==> config.mk <==
export PLATFORM = sky130hd
export DESIGN_NAME = clock_ratio_generator
export DESIGN_NICKNAME = d
export VERILOG_FILES = /design/src/clk_ratio_pkg.sv /design/src/clock_ratio_generator.sv
export SDC_FILE = /design/constraint.sdc
export NUM_CORES = 1
export LEC_CHECK = 0
export BUFFER_PORTS_ARGS = -buffer_cell sky130_fd_sc_hd__buf_2
export CORE_ASPECT_RATIO = 0.9
export CORE_MARGIN = 2
export CORE_UTILIZATION = 42
export DETAILED_ROUTE_END_ITERATION = 16
export GPL_TIMING_DRIVEN = 0
export PLACE_DENSITY = 0.74
export SYNTH_ARGS = -nofsm -noshare
export SYNTH_HDL_FRONTEND = slang
export SYNTH_SLANG_ARGS = --single-unit
==> constraint.sdc <==
create_clock -name sys_clk -period 1.6 [get_ports sys_clk]
set_input_delay 0.16 -clock sys_clk [delete_from_list [all_inputs] [get_ports sys_clk]]
set_output_delay 0.16 -clock sys_clk [all_outputs]
set_load 0.1 [all_outputs]
==> src/clk_ratio_pkg.sv <==
package clk_ratio_pkg;

  // --------------------------------------------------------------------------
  // frequency control register layout
  // --------------------------------------------------------------------------
  localparam logic [15:0] FREQ_CTRL_RESET = 16'h0102; // power-on value
  localparam logic [15:0] FREQ_CTRL_WMASK = 16'h03ff; // writable bits
  localparam int PLL_EN_BIT = 7;       // first pll on/off
  localparam int MULT_LSB = 4;         // multiplier field low bit
  localparam int CORE_DIV_LSB = 2;     // core divider field low bit
  localparam int PERIPH_DIV_LSB = 0;   // peripheral divider field low bit

  // two-bit ratio codes, shared by multiplier and divider fields
  localparam logic [1:0] CODE_X1 = 2'h0;
  localparam logic [1:0] CODE_X2 = 2'h1;   // x2 or 1/2
  localparam logic [1:0] CODE_X4 = 2'h2;   // x4 or 1/4
  localparam logic [1:0] CODE_BAD = 2'h3;  // prohibited

  // shift amounts of the ratios (log2)
  localparam logic [1:0] SHIFT_0 = 2'h0;
  localparam logic [1:0] SHIFT_1 = 2'h1;
  localparam logic [1:0] SHIFT_2 = 2'h2;

  // --------------------------------------------------------------------------
  // clock operating modes and divider sources
  // --------------------------------------------------------------------------
  localparam logic [2:0] MODE_LAST_PLL_FORCED = 3'h2; // modes 0-2
  localparam logic [2:0] MODE_SECONDARY_PLL_LAST = 3'h4;        // modes 3,4
  localparam logic [2:0] MODE_DIV3 = 3'h5;             // mode 5

  typedef enum logic [1:0] {
    SRC_MAIN_PLL = 2'b00,
    SRC_SECONDARY_PLL = 2'b01,
    SRC_PLL_32K = 2'b10,
    SRC_DIV3 = 2'b11
  } src_sel_t;

  // ratio summary: exponents relative to the bus clock pin
  typedef struct packed {
    logic signed [3:0] core_exp;   // log2(internal / bus clock)
    logic signed [3:0] periph_exp; // log2(peripheral / bus clock)
    logic [1:0] mult_shift;        // log2 of pll multiplier
    logic [1:0] core_div_shift;    // log2 of divider 1 reduction
    logic [1:0] periph_div_shift;  // log2 of divider 2 reduction
  } ratio_t;

endpackage

==> src/clock_ratio_generator.sv <==
// Overview of operation
// RL1: modes 3-7: first pll follows register enable
// RL2: power-on reset turns first pll off
// RL3: software turns pll off before standby
// RL4: divider 1 source: main_multiplier_pll, else secondary_pll, else 32k; with 32k also off the code selects the div3 path
// RL5: divider 2 source chosen by clock mode
// RL6: pll on: core = bus x mult x div1
// RL7: pll off: core equals bus clock
// RL8: software keeps core not below bus clock
// RL9: modes 0-2: periph = bus x mult x div2
// RL10: modes 3-7: periph = bus x div2
// RL11: software bounds periph clock frequency
// RL12: software keeps pll output at most 60 mhz
// RL13: multipliers 1,2,4; divider ratios 1,1/2,1/4
// RL14: power-on loads 0x0102; manual reset keeps
// RL15: multiplier codes 00 x1, 01 x2, 10 x4
// RL16: divider codes 00 1, 01 1/2, 10 1/4
module clock_ratio_generator (
  input wire logic sys_clk,
  input wire logic rst,                    // power-on reset
  input wire logic manual_reset,           // register holds its value
  input wire logic [2:0] clock_mode,       // mode pins
  input wire logic secondary_pll_on,
  input wire logic pll_32k_on,
  input wire logic reg_wr,                 // word write strobe
  input wire logic [15:0] reg_wdata,
  output logic [15:0] freq_control_reg,    // register readback
  output logic main_multiplier_pll_on,
  output clk_ratio_pkg::src_sel_t div1_src,
  output clk_ratio_pkg::src_sel_t div2_src,
  output clk_ratio_pkg::ratio_t ratio,
  output logic setting_error               // prohibited code held
);

  // --------------------------------------------------------------------------
  // field decode
  // --------------------------------------------------------------------------
  logic [15:0] freq_control_r;
  logic [15:0] freq_control_nxt;
  logic [1:0] multiplier_field;     // pll multiplier code
  logic [1:0] core_divider_field;   // divider 1 code
  logic [1:0] periph_divider_field; // divider 2 code
  logic forced_mode;                // modes 0-2 keep the pll running
  logic pll_on_nxt;
  clk_ratio_pkg::src_sel_t div1_nxt;
  clk_ratio_pkg::src_sel_t div2_nxt;
  clk_ratio_pkg::ratio_t ratio_nxt;
  logic err_nxt;

  assign multiplier_field =
    freq_control_r[clk_ratio_pkg::MULT_LSB +: 2];
  assign core_divider_field =
    freq_control_r[clk_ratio_pkg::CORE_DIV_LSB +: 2];
  assign periph_divider_field =
    freq_control_r[clk_ratio_pkg::PERIPH_DIV_LSB +: 2];
  assign forced_mode = clock_mode <= clk_ratio_pkg::MODE_LAST_PLL_FORCED;

  // code to shift; prohibited code falls back to x1 so clocks stay sane
  function automatic logic [1:0] code_shift(input logic [1:0] code);
    case (code)
      clk_ratio_pkg::CODE_X1: code_shift = clk_ratio_pkg::SHIFT_0;
      clk_ratio_pkg::CODE_X2: code_shift = clk_ratio_pkg::SHIFT_1; // see RL15
      clk_ratio_pkg::CODE_X4: code_shift = clk_ratio_pkg::SHIFT_2; // see RL16
      default: code_shift = clk_ratio_pkg::SHIFT_0;
    endcase
  endfunction

  // --------------------------------------------------------------------------
  // frequency control register
  // --------------------------------------------------------------------------
  // manual reset and standby leave the contents alone; only rst reloads
  always_comb
  begin
    freq_control_nxt = freq_control_r;
    if (reg_wr && !manual_reset)
    begin
      freq_control_nxt = reg_wdata & clk_ratio_pkg::FREQ_CTRL_WMASK;
    end
  end

  always_ff @(posedge sys_clk or posedge rst)
  begin
    if (rst)
      freq_control_r <= clk_ratio_pkg::FREQ_CTRL_RESET; // see RL14, RL2
    else
      freq_control_r <= freq_control_nxt;
  end

  // --------------------------------------------------------------------------
  // pll enable and source selection
  // --------------------------------------------------------------------------
  always_comb
  begin
    // modes 0-2 run the pll regardless of the enable bit
    pll_on_nxt = forced_mode ||
      freq_control_r[clk_ratio_pkg::PLL_EN_BIT]; // see RL1
    // divider 1 priority: first pll, secondary pll, 32k pll
    if (pll_on_nxt)
      div1_nxt = clk_ratio_pkg::SRC_MAIN_PLL; // see RL4
    else if (secondary_pll_on)
      div1_nxt = clk_ratio_pkg::SRC_SECONDARY_PLL;
    else if (pll_32k_on)
      div1_nxt = clk_ratio_pkg::SRC_PLL_32K;
    else
      div1_nxt = clk_ratio_pkg::SRC_DIV3; // nothing running: bypass path
    // divider 2 follows the mode alone
    if (forced_mode)
      div2_nxt = clk_ratio_pkg::SRC_MAIN_PLL; // see RL5
    else if (clock_mode <= clk_ratio_pkg::MODE_SECONDARY_PLL_LAST)
      div2_nxt = clk_ratio_pkg::SRC_SECONDARY_PLL;
    else if (clock_mode == clk_ratio_pkg::MODE_DIV3)
      div2_nxt = clk_ratio_pkg::SRC_DIV3;
    else
      div2_nxt = clk_ratio_pkg::SRC_PLL_32K;
  end

  // --------------------------------------------------------------------------
  // ratio computation, as log2 exponents against the bus clock pin
  // --------------------------------------------------------------------------
  always_comb
  begin
    ratio_nxt.mult_shift = code_shift(multiplier_field); // see RL13
    ratio_nxt.core_div_shift = code_shift(core_divider_field);
    ratio_nxt.periph_div_shift = code_shift(periph_divider_field);
    if (pll_on_nxt)
      ratio_nxt.core_exp = 4'(signed'({2'h0, ratio_nxt.mult_shift}))
        - 4'(signed'({2'h0, ratio_nxt.core_div_shift})); // see RL6
    else
      ratio_nxt.core_exp = 4'sh0; // see RL7
    if (forced_mode)
      ratio_nxt.periph_exp = 4'(signed'({2'h0, ratio_nxt.mult_shift}))
        - 4'(signed'({2'h0, ratio_nxt.periph_div_shift})); // see RL9
    else
      ratio_nxt.periph_exp =
        -4'(signed'({2'h0, ratio_nxt.periph_div_shift})); // see RL10
    // flag prohibited codes; bounds of RL8, RL11, RL12 are software's
    err_nxt = (multiplier_field == clk_ratio_pkg::CODE_BAD) ||
      (core_divider_field == clk_ratio_pkg::CODE_BAD) ||
      (periph_divider_field == clk_ratio_pkg::CODE_BAD);
  end

  // --------------------------------------------------------------------------
  // registered outputs
  // --------------------------------------------------------------------------
  // outputs lag the register by one cycle; clocks settle far slower anyway
  always_ff @(posedge sys_clk or posedge rst)
  begin
    if (rst)
    begin
      freq_control_reg <= clk_ratio_pkg::FREQ_CTRL_RESET;
      main_multiplier_pll_on <= 1'b0; // see RL2
      div1_src <= clk_ratio_pkg::SRC_MAIN_PLL;
      div2_src <= clk_ratio_pkg::SRC_MAIN_PLL;
      ratio <= '0;
      setting_error <= 1'b0;
    end
    else
    begin
      freq_control_reg <= freq_control_r;
      main_multiplier_pll_on <= pll_on_nxt;
      div1_src <= div1_nxt;
      div2_src <= div2_nxt;
      ratio <= ratio_nxt;
      setting_error <= err_nxt;
    end
  end
endmodule // clock_ratio_generator

Word-level counts from Yosys, hierarchy flattened
Cells that the tools add are included.
{ "totals": {"inputBits": 25, "regBits": 40, "word_cells": 42, "out_inout_bits": 36} }
{ "op_classes": {"eq_ne": 10, "n_lt_le_gt_ge": 2, "n_reduce_logical": 5, "n_mux": 11, "n_addsub": 3} }
{ "op_table": {"columns": ["cell", "count"], "rows": [
  ["2-bit == test (second input constant)", 6],
  ["2-bit case mux with 2 select lines", 3],
  ["2-bit 2-to-1 mux", 4],
  ["4-bit 2-to-1 mux", 2],
  ["2-bit by 1-bit == test with 1-bit output (second input constant)", 3],
  ["2-bit by 2-bit subtractor with 3-bit output", 2],
  ["2-bit negation with 4-bit output", 1],
  ["3-bit == test (second input constant)", 1],
  ["3-bit by 2-bit <= comparator with 1-bit output (second input constant)", 1],
  ["3-bit <= comparator (second input constant)", 1],
  ["1-bit logical OR", 3],
  ["1-bit 2-to-1 mux", 2],
  ["1-bit logical AND", 1],
  ["1-bit logical NOT", 1]
]} }

Longest topological paths before layout
Gate-level depths: netlist (run 1).
{ "logic_depth": {"word_depth": 4, "mapped_depth": 7, "depth_no_buf": 7} }

Worst setup path before layout (run 1)
No wires, ideal clock.
{ "synth_timing": {"path_type": "reg-to-reg", "from": "register freq_control_r[1]", "to": "register ratio[7] (netlist bit)", "setup_time_ps": 127, "synth_period_minus_slack_ps": 1545, "setup_slack_ps": 55, "t_required_ps": 1473, "t_arrival_ps": 1418, "path_stages_with_launch": 8, "path_buffers": 0, "cell_sequence": "dfstp_2 -> inv_1 -> ha_1 -> ha_1 -> inv_1 -> ha_1 -> a211oi_1 -> a21oi_1"} }
{ "synth_lines": {"columns": ["element", "line_no", "rtl"], "rows": [
  ["start: declaration", "clock_ratio_generator.sv:38", "logic [15:0] freq_control_r;"],
  ["start signal: assignment", "clock_ratio_generator.sv:84", "freq_control_r <= clk_ratio_pkg::FREQ_CTRL_RESET;"],
  ["start signal: assignment", "clock_ratio_generator.sv:86", "freq_control_r <= freq_control_nxt;"],
  ["end signal: assignment", "clock_ratio_generator.sv:163", "ratio <= ratio_nxt;"],
  ["end: declaration", "clock_ratio_generator.sv:31", "output clk_ratio_pkg::ratio_t ratio,"]
]} }

==> results of run 1 <==
==> critical path, stage by stage, from the launching register on <==
cell	delay, ns
sky130_fd_sc_hd__dfstp_2	0.55
sky130_fd_sc_hd__inv_1	0.07
sky130_fd_sc_hd__ha_4	0.16
sky130_fd_sc_hd__ha_1	0.18
sky130_fd_sc_hd__inv_1	0.06
sky130_fd_sc_hd__ha_1	0.23
sky130_fd_sc_hd__a211oi_2	0.14
sky130_fd_sc_hd__a21oi_1	0.06
==> cell families after synthesis <==
logic type / synth area share (%)
adder cells (fa/ha/maj): 6.00
flip-flops: 65.5
other: 0.257
buffers and inverters: 7.20
AO/OA/AOI/OAI: 6.43
multiplexers: 9.08
AND/OR/NAND/NOR: 4.37
XOR/XNOR: 1.20
==> metal layers <==
metal / track usage [%] / vias to the layer above
li1: - / 441
met1: 15.1 / 448
met2: 23.6 / 34
met3: 5.08 / 7
met4: 8.45 / 0
met5: 0 / -
==> cell usage after synthesis, types with 2 or more instances <==
cell / number / area, um2
sky130_fd_sc_hd__a21oi_1: 3 / 15.0
sky130_fd_sc_hd__buf_4: 8 / 60.1
sky130_fd_sc_hd__dfrtp_1: 34 / 851
sky130_fd_sc_hd__dfstp_2: 4 / 105
sky130_fd_sc_hd__ha_1: 7 / 87.6
sky130_fd_sc_hd__inv_1: 9 / 33.8
sky130_fd_sc_hd__mux2_2: 10 / 113
sky130_fd_sc_hd__mux2i_1: 2 / 20.0
sky130_fd_sc_hd__nand2_1: 2 / 7.51
sky130_fd_sc_hd__nand2b_1: 2 / 12.5
sky130_fd_sc_hd__nor2b_1: 3 / 18.8
sky130_fd_sc_hd__nor3_1: 2 / 10.0
sky130_fd_sc_hd__xnor2_1: 2 / 17.5
==> per-stage QoR <==
step / util [%] / power [mW]
final: 56.9 / 3.42
after global routing: 56.9 / 3.55
after detailed placement: 52.9 / 2.76
after global placement: 52.9 / 2.73
after floorplan: - / 2.52
after CTS: 56.1 / 3.42
==> layout make-up <==
cell class | instances | area share [%]
Sequential cell | 38 | 50.2
Multi-Input combinational cell | 49 | 22.9
Timing Repair Buffer | 51 | 13.8
Clock buffer | 7 | 4.52
Buffer | 9 | 3.74
Tap cell | 44 | 2.89
Inverter | 9 | 1.77
Clock inverter | 1 | 0.262
==> worst min-delay path by stage <==
stage,startpoint,end,slack (ns),cells past startpoint
2_1_floorplan,secondary_pll_on,div1_src[1],0.23,1
3_3_place_gp,secondary_pll_on,div1_src[1],0.34,2
3_5_place_dp,secondary_pll_on,div1_src[1],0.34,2
4_1_cts,secondary_pll_on,div1_src[1],0.03,2
5_1_grt,secondary_pll_on,div1_src[1],0.04,2
6_report,rst,freq_control_reg[0],0.0002,2
==> power breakdown <==
part	total, mW	leakage (nW)	switching [mW]	internal, mW
Sequential	1.20	0.454	0.0681	1.13
Combinational	1.57	0.485	1.29	0.276
Clock	0.656	0.0482	0.309	0.347
==> what timing repair did <==
action                     4_1_cts  5_1_grt
setup endpoints to repair        1        2
buffers inserted                 1        2
resized for setup                2        3
hold endpoints to repair         0        0
==> metrics.log, run 1 <==
INFO  metric ir_drop = 549 uV
INFO  metric worstSetupEndpointType = flop
INFO  metric setup_slack = 0.0299 ns
INFO  metric average_routed_wire_per_standard_cell = 12.2 um
INFO  metric worst_setup_path_start_kind = flop
INFO  metric dpl_worst_slack = -0.0517 ns
INFO  metric route.detailed.drc = 0
INFO  metric cts_buffers = 5
INFO  metric synth_edf_count = 0
INFO  metric cp.arrival = 1.74 ns
INFO  metric async_flop_share = 100%
INFO  metric power_density = 1790 nW/um2
INFO  metric via_count = 930
INFO  metric worstReg2RegStart = freq_control_r[1]
INFO  metric critPathCapture = ratio[7]
INFO  metric detail_route.iter0.violations = 46
INFO  metric antenna_cells = 0
INFO  metric layout.filler_cells = 301
INFO  metric cts_tree = done
INFO  metric ys_seq_area_share = 65.5%
INFO  metric worstReg2RegEnd = ratio[7]
INFO  metric floorplan.io_pins = 61
INFO  metric floorplan.rows = 20
INFO  metric met1Wirelength = 997 um
INFO  metric critical_path.max_fanout = 3
INFO  metric cts.path.max_buffers = 2
INFO  metric grt_setup_unrepaired = true
INFO  metric clk_root_buffer_cell = sky130_fd_sc_hd__clkbuf_8
INFO  metric synth.cell_area = 1460 um2
INFO  metric met3RoutedLength = 184 um
INFO  metric grt_use_total = 14.0%
INFO  metric dr_wl_met2 = 1290 um
INFO  metric largest_register_ffs = 12
INFO  metric share_of_layout_cells_above_drive_strength_1 = 54.3%
INFO  metric regToRegSetupSlack = 0.03 ns
INFO  metric fp.dieH = 59.9 um
INFO  metric synthesis.yosys.warnings = 0
INFO  metric portBuffers = 48
INFO  metric layout-area-overhead-vs-synth = 30.7%
INFO  metric nNetsFinal = 195
INFO  metric cp.required = 1.77 ns
INFO  metric dieWidth = 66.2 um
INFO  metric worst_skew_pair.late_latency = 0.29 ns
INFO  metric cts_num_sinks = 38
INFO  metric timing.final.crit_share = 98.1%
INFO  metric critPathLaunch = freq_control_r[1]
INFO  metric multiInputGateArea = 437 um2
INFO  metric vias_per_cell = 4.47
INFO  metric yosysUniqueCellTypes = 25
INFO  metric detail_route.wirelength = 2530 um
INFO  metric grt_antenna_before_repair = 0
INFO  metric grt_remaining_overflow = 0
INFO  metric drv_slew = 0
INFO  metric final.setup_skew = 0.00594 ns
INFO  metric detailedRoute.firstPassIterationCount = 3
INFO  metric wire_length_of_the_first_global_routing_pass = 3870 um
INFO  metric holdBufCountCts = 0
INFO  metric mostFrequentLayoutCell = sky130_fd_sc_hd__buf_2
INFO  metric worstMarginPinSlew = 0.742 ns
INFO  metric power.static_leakage = 0.987 nW
INFO  metric dr.max_layer_used = met4
INFO  metric clock.fmax = 0.637 GHz
INFO  metric placed_cell_area = 1770 um2
INFO  metric fin_tns_setup = 0 ns
INFO  metric synth_flop_cell = sky130_fd_sc_hd__dfrtp_1
INFO  metric core_region_area = 3350 um2
INFO  metric via_count_of_the_first_global_routing_pass = 873
INFO  metric instances_no_fill = 208
INFO  metric antenna_left = 0
INFO  metric synthCells = 100
INFO  metric dieArea = 3960 um2
INFO  metric place.detailed.instances = 197
INFO  metric cts.clk_slew.worst_paths = 0.07 ns
INFO  metric max_cap_viol_count = 0
INFO  metric seq_area = 957 um2
INFO  metric layout.cells.most_common_list = 48 x sky130_fd_sc_hd__buf_2, 33 x sky130_fd_sc_hd__dfrtp_1, 11 x sky130_fd_sc_hd__buf_4
INFO  metric number_of_register_bits_inferred_by_synthesis = 38
INFO  metric grt_max_degree = 39
INFO  metric hold_slack = 0.000199 ns
INFO  metric finalWorstPathRequiredPeriod = 1.57 ns
INFO  metric synth_area_per_cell = 14.6 um2
INFO  metric outcome = completed
INFO  metric final-setup-viol-count = 0
INFO  metric slew-limit-headroom = 50.4%
INFO  metric place_hpwl = 1840 um
INFO  metric initial_utilization = 43.5%
INFO  metric final_std_cell_area_no_fill = 1910 um2
INFO  metric global_placement_routability_congestion = 0.777
INFO  metric hold_viol = 0
INFO  metric htree_num_levels = 2
INFO  metric critPathKind = reg2reg
INFO  metric min-delay-path-class = in2async
INFO  metric r2r.worst_path.cells = 7
Power figures use the tool's default switching activity.
==> run 2: changes to the inputs <==
--- a/config.mk
+++ b/config.mk
@@ -5,6 +5,7 @@
 export SDC_FILE = /design/constraint.sdc
 export NUM_CORES = 1
 export LEC_CHECK = 0
+export ABC_AREA = 1
 export BUFFER_PORTS_ARGS = -buffer_cell sky130_fd_sc_hd__buf_2
 export CORE_ASPECT_RATIO = 0.9
 export CORE_MARGIN = 2
@@ -12,6 +13,7 @@
 export DETAILED_ROUTE_END_ITERATION = 16
 export GPL_TIMING_DRIVEN = 0
 export PLACE_DENSITY = 0.74
+export SKIP_LAST_GASP = 1
 export SYNTH_ARGS = -nofsm -noshare
 export SYNTH_HDL_FRONTEND = slang
 export SYNTH_SLANG_ARGS = --single-unit
==> metrics.log, run 2 <==
INFO  metric multiInputGateArea = 382 um2 (was 437 um2)
INFO  metric synth_compound_gate_area_share = 5.46% (was 6.43%)
INFO  metric ys_seq_area_share = 65.2% (was 65.5%)
INFO  metric power_density = 1670 nW/um2 (was 1790 nW/um2)
INFO  metric min-delay-path-class = in2async (unchanged)
INFO  metric mostFrequentLayoutCell = sky130_fd_sc_hd__buf_2 (unchanged)
INFO  metric antenna_left = 0 (unchanged)
INFO  metric yosysUniqueCellTypes = 16 (was 25)
INFO  metric synthMostInstantiatedCell = sky130_fd_sc_hd__dfrtp_1 (unchanged)
INFO  metric grt_remaining_overflow = 0 (unchanged)
INFO  metric worst_skew_pair.late_latency = 0.28 ns (was 0.29 ns)
INFO  metric via_count_of_the_first_global_routing_pass = 973 (was 873)
INFO  metric place_hpwl = 1860 um (was 1840 um)
INFO  metric via_count = 1009 (was 930)
INFO  metric max_cap_viol_count = 0 (unchanged)
INFO  metric cts_tree = done (unchanged)
INFO  metric final.setup_skew = 0.00585 ns (was 0.00594 ns)
INFO  metric share_of_layout_cells_above_drive_strength_1 = 40.8% (was 54.3%)
INFO  metric cts_buffers = 5 (unchanged)
INFO  metric cts_num_sinks = 38 (unchanged)
INFO  metric grt_max_degree = 39 (unchanged)
INFO  metric number_of_register_bits_inferred_by_synthesis = 38 (unchanged)
INFO  metric dieArea = 3980 um2 (was 3960 um2)
INFO  metric power.internal = 1.66 mW (was 1.75 mW)
INFO  metric synth_top_family_by_area = simple AND/OR/NAND/NOR gates (was multiplexers)
INFO  metric synthesis.yosys.warnings = 0 (unchanged)
INFO  metric global_placement_routability_congestion = 0.765 (was 0.777)
INFO  metric clk_root_buffer_cell = sky130_fd_sc_hd__clkbuf_8 (unchanged)
INFO  metric dieWidth = 66.3 um (was 66.2 um)
INFO  metric route.detailed.drc = 0 (unchanged)
INFO  metric p_sw = 1.49 mW (was 1.67 mW)
INFO  metric netlist_top_cells_count = 34 x sky130_fd_sc_hd__dfrtp_1, 24 x sky130_fd_sc_hd__nand2_1, 21 x sky130_fd_sc_hd__inv_1, 14 x sky130_fd_sc_hd__nor2_1, 8 x sky130_fd_sc_hd__buf_4 (was 34 x sky130_fd_sc_hd__dfrtp_1, 10 x sky130_fd_sc_hd__mux2_2, 9 x sky130_fd_sc_hd__inv_1, 8 x sky130_fd_sc_hd__buf_4, 7 x sky130_fd_sc_hd__ha_1)
INFO  metric initial_utilization = 43.7% (was 43.5%)
INFO  metric vias_per_cell = 4.20 (was 4.47)
INFO  metric timing.final.crit_share = 95.0% (was 98.1%)
INFO  metric core_region_area = 3350 um2 (unchanged)
INFO  metric layout.filler_cells = 321 (was 301)
INFO  metric grt_antenna_before_repair = 0 (unchanged)
INFO  metric pwr-share-comb = 42.8% (was 45.8%)
INFO  metric clock.fmax = 0.658 GHz (was 0.637 GHz)
INFO  metric nNetsFinal = 227 (was 195)
INFO  metric cp.required = 1.78 ns (was 1.77 ns)
INFO  metric antenna_cells = 0 (unchanged)
INFO  metric sw_frac_of_total = 47.4% (was 48.8%)
INFO  metric critPathKind = reg2reg (unchanged)
INFO  metric drv_slew = 0 (unchanged)
INFO  metric synth_area_per_cell = 11.0 um2 (was 14.6 um2)
INFO  metric detailedRoute.firstPassIterationCount = 2 (was 3)
INFO  metric placed_cell_area = 1780 um2 (was 1770 um2)
INFO  metric fp.dieH = 60.1 um (was 59.9 um)
INFO  metric synth_xor_xnor_area_share = 0.597% (was 1.20%)
INFO  metric power.share.clock = 20.6% (was 19.2%)
INFO  metric synth_edf_count = 0 (unchanged)
INFO  metric floorplan.io_pins = 61 (unchanged)
INFO  metric cts.path.max_buffers = 2 (unchanged)
INFO  metric grt_setup_unrepaired = false (was true)
INFO  metric share_seq_of_total_power = 36.6% (was 35.0%)
INFO  metric portBuffers = 48 (unchanged)
INFO  metric critical_path.max_fanout = 3 (unchanged)
INFO  metric detail_route.iter0.violations = 22 (was 46)
INFO  metric synthCells = 133 (was 100)
INFO  metric synthDominantCellAreaShare = 58.0% (was 58.3%)
INFO  metric slew-limit-headroom = 50.6% (was 50.4%)
INFO  metric finalWorstPathRequiredPeriod = 1.52 ns (was 1.57 ns)
INFO  metric final_std_cell_area_no_fill = 1890 um2 (was 1910 um2)
INFO  metric worst_setup_path_start_kind = flop (unchanged)
INFO  metric synthSimpleGateAreaFrac = 12.3% (was 4.37%)
INFO  metric power.static_leakage = 1.07 nW (was 0.987 nW)
INFO  metric grt_use_total = 14.3% (was 14.0%)
INFO  metric synth_area_leader_cell = sky130_fd_sc_hd__dfrtp_1 (unchanged)
INFO  metric hold_viol = 0 (unchanged)
INFO  metric setup_slack = 0.0802 ns (was 0.0299 ns)
INFO  metric outcome = completed (unchanged)
INFO  metric floorplan.rows = 20 (unchanged)
INFO  metric detail_route.wirelength = 2400 um (was 2530 um)
INFO  metric wire_length_of_the_first_global_routing_pass = 4060 um (was 3870 um)
INFO  metric synthMuxAreaShare = 0% (was 9.08%)
INFO  metric utilization = 56.3% (was 56.9%)
INFO  metric average_routed_wire_per_standard_cell = 10.0 um (was 12.2 um)
INFO  metric dpl_worst_slack = 0.0532 ns (was -0.0517 ns)
INFO  metric layout-area-overhead-vs-synth = 28.8% (was 30.7%)
INFO  metric holdBufCountCts = 0 (unchanged)
INFO  metric fin_tns_setup = 0 ns (unchanged)
INFO  metric synth_flop_cell = sky130_fd_sc_hd__dfrtp_1 (unchanged)
INFO  metric synth.cell_area = 1470 um2 (was 1460 um2)
INFO  metric layout.cells.most_common_list = 48 x sky130_fd_sc_hd__buf_2, 34 x sky130_fd_sc_hd__dfrtp_1, 24 x sky130_fd_sc_hd__nand2_1 (was 48 x sky130_fd_sc_hd__buf_2, 33 x sky130_fd_sc_hd__dfrtp_1, 11 x sky130_fd_sc_hd__buf_4)
INFO  metric cp.arrival = 1.70 ns (was 1.74 ns)
INFO  metric worstSetupEndpointType = flop (unchanged)
INFO  metric largest_register_ffs = 12 (unchanged)
INFO  metric worstMarginPinSlew = 0.740 ns (was 0.742 ns)
INFO  metric synth_adder_area_share = 5.97% (was 6.00%)
INFO  metric htree_num_levels = 2 (unchanged)
INFO  metric ir_drop = 600 uV (was 549 uV)
INFO  metric async_flop_share = 100% (unchanged)
INFO  metric final-setup-viol-count = 0 (unchanged)
INFO  metric yosys-top-cells-area = sky130_fd_sc_hd__dfrtp_1 58%, sky130_fd_sc_hd__dfstp_2 7.2%, sky130_fd_sc_hd__nand2_1 6.1%, sky130_fd_sc_hd__ha_1 6.0%, sky130_fd_sc_hd__inv_1 5.4% (was sky130_fd_sc_hd__dfrtp_1 58%, sky130_fd_sc_hd__mux2_2 7.7%, sky130_fd_sc_hd__dfstp_2 7.2%, sky130_fd_sc_hd__ha_1 6.0%, sky130_fd_sc_hd__buf_4 4.1%)
INFO  metric r2r.worst_path.cells = 8 (was 7)
INFO  metric cts.clk_slew.worst_paths = 0.07 ns (about the same)
INFO  metric seq_area = 956 um2 (was 957 um2)
==> run 2: changes by cell type after synthesis, moves of 3 or more <==
cell	previous run	this run
sky130_fd_sc_hd__nand2_1	2	24
sky130_fd_sc_hd__nor2_1	0	14
sky130_fd_sc_hd__inv_1	9	21
sky130_fd_sc_hd__mux2_2	10	0
sky130_fd_sc_hd__a21oi_2	0	6
sky130_fd_sc_hd__nand3_1	0	5
sky130_fd_sc_hd__nor2b_1	3	0
==> run 2: kinds of logic after synthesis <==
kind of cell    Yosys count
compound gates           11
xor+xnor                  1
fa+ha+maj                 7
buf+inv                  30
flops                    38
other cells               1
simple gates             45
==> run 2: through the flow <==
stage                     hold WS [ns]  cells  power, mW
after global placement           0.337    230       2.51
after CTS                       0.0319    238       3.17
after detailed placement         0.339    230       2.52
final                          0.00579    240       3.15
after floorplan                  0.226    138       2.32
after global routing            0.0415    240       3.30
==> run 2: power by group through the flow <==
stage / Sequential, mW / Combinational [mW] / Clock, mW
3_3_place_gp: 1.17 / 1.34 / 0
6_report: 1.15 / 1.35 / 0.648
3_5_place_dp: 1.18 / 1.34 / 0
4_1_cts: 1.16 / 1.35 / 0.669
2_1_floorplan: 1.95 / 0.367 / 0
5_1_grt: 1.17 / 1.42 / 0.713
==> run 2: final timing paths <==
| path | start | slack (ns) | end |
|---|---|---|---|
| max reg2reg | freq_control_r[1] | 0.08 | ratio[7] |
| min reg2reg | freq_control_r[8] | 0.37 | freq_control_reg[8] |
| max in group asynchronous | rst | 1.13 | freq_control_reg[9] |
| max | freq_control_r[1] | 0.08 | ratio[7] |
| min | rst | 0.006 | freq_control_reg[3] |
| min in group sys_clk | secondary_pll_on | 0.04 | div1_src[1] |
==> run 2: area by class of cell <==
cell class	count	area share [%]
Buffer	9	3.77
Clock buffer	7	4.57
Clock inverter	1	0.265
Inverter	21	4.17
Multi-Input combinational cell	70	20.2
Sequential cell	38	50.6
Tap cell	44	2.91
Timing Repair Buffer	50	13.5
==> run 2: what timing repair did <==
item,in CTS,in global routing
setup endpoints to repair,0,1
resized for setup,0,1
setup buffers,0,2
endpoints found under the hold margin,0,0
==> run 2: per-layer routing <==
metal / share of wire (%) / track usage (%) / up-vias
met2: 47 / 23.7 / 40
met5: 0 / 0 / -
met1: 44 / 16.6 / 451
li1: - / - / 511
met3: 6.8 / 3.58 / 7
met4: 2.8 / 9.62 / 0
==> run 2: worst max-delay path, stage by stage (launching register included) <==
cell and delay, ns:
sky130_fd_sc_hd__dfstp_2 0.53, sky130_fd_sc_hd__buf_4 0.10, sky130_fd_sc_hd__ha_1 0.19, sky130_fd_sc_hd__nand2_1 0.07, sky130_fd_sc_hd__nand2_1 0.06, sky130_fd_sc_hd__inv_1 0.04
sky130_fd_sc_hd__ha_1 0.28, sky130_fd_sc_hd__nand3_1 0.08, sky130_fd_sc_hd__nand2_1 0.06
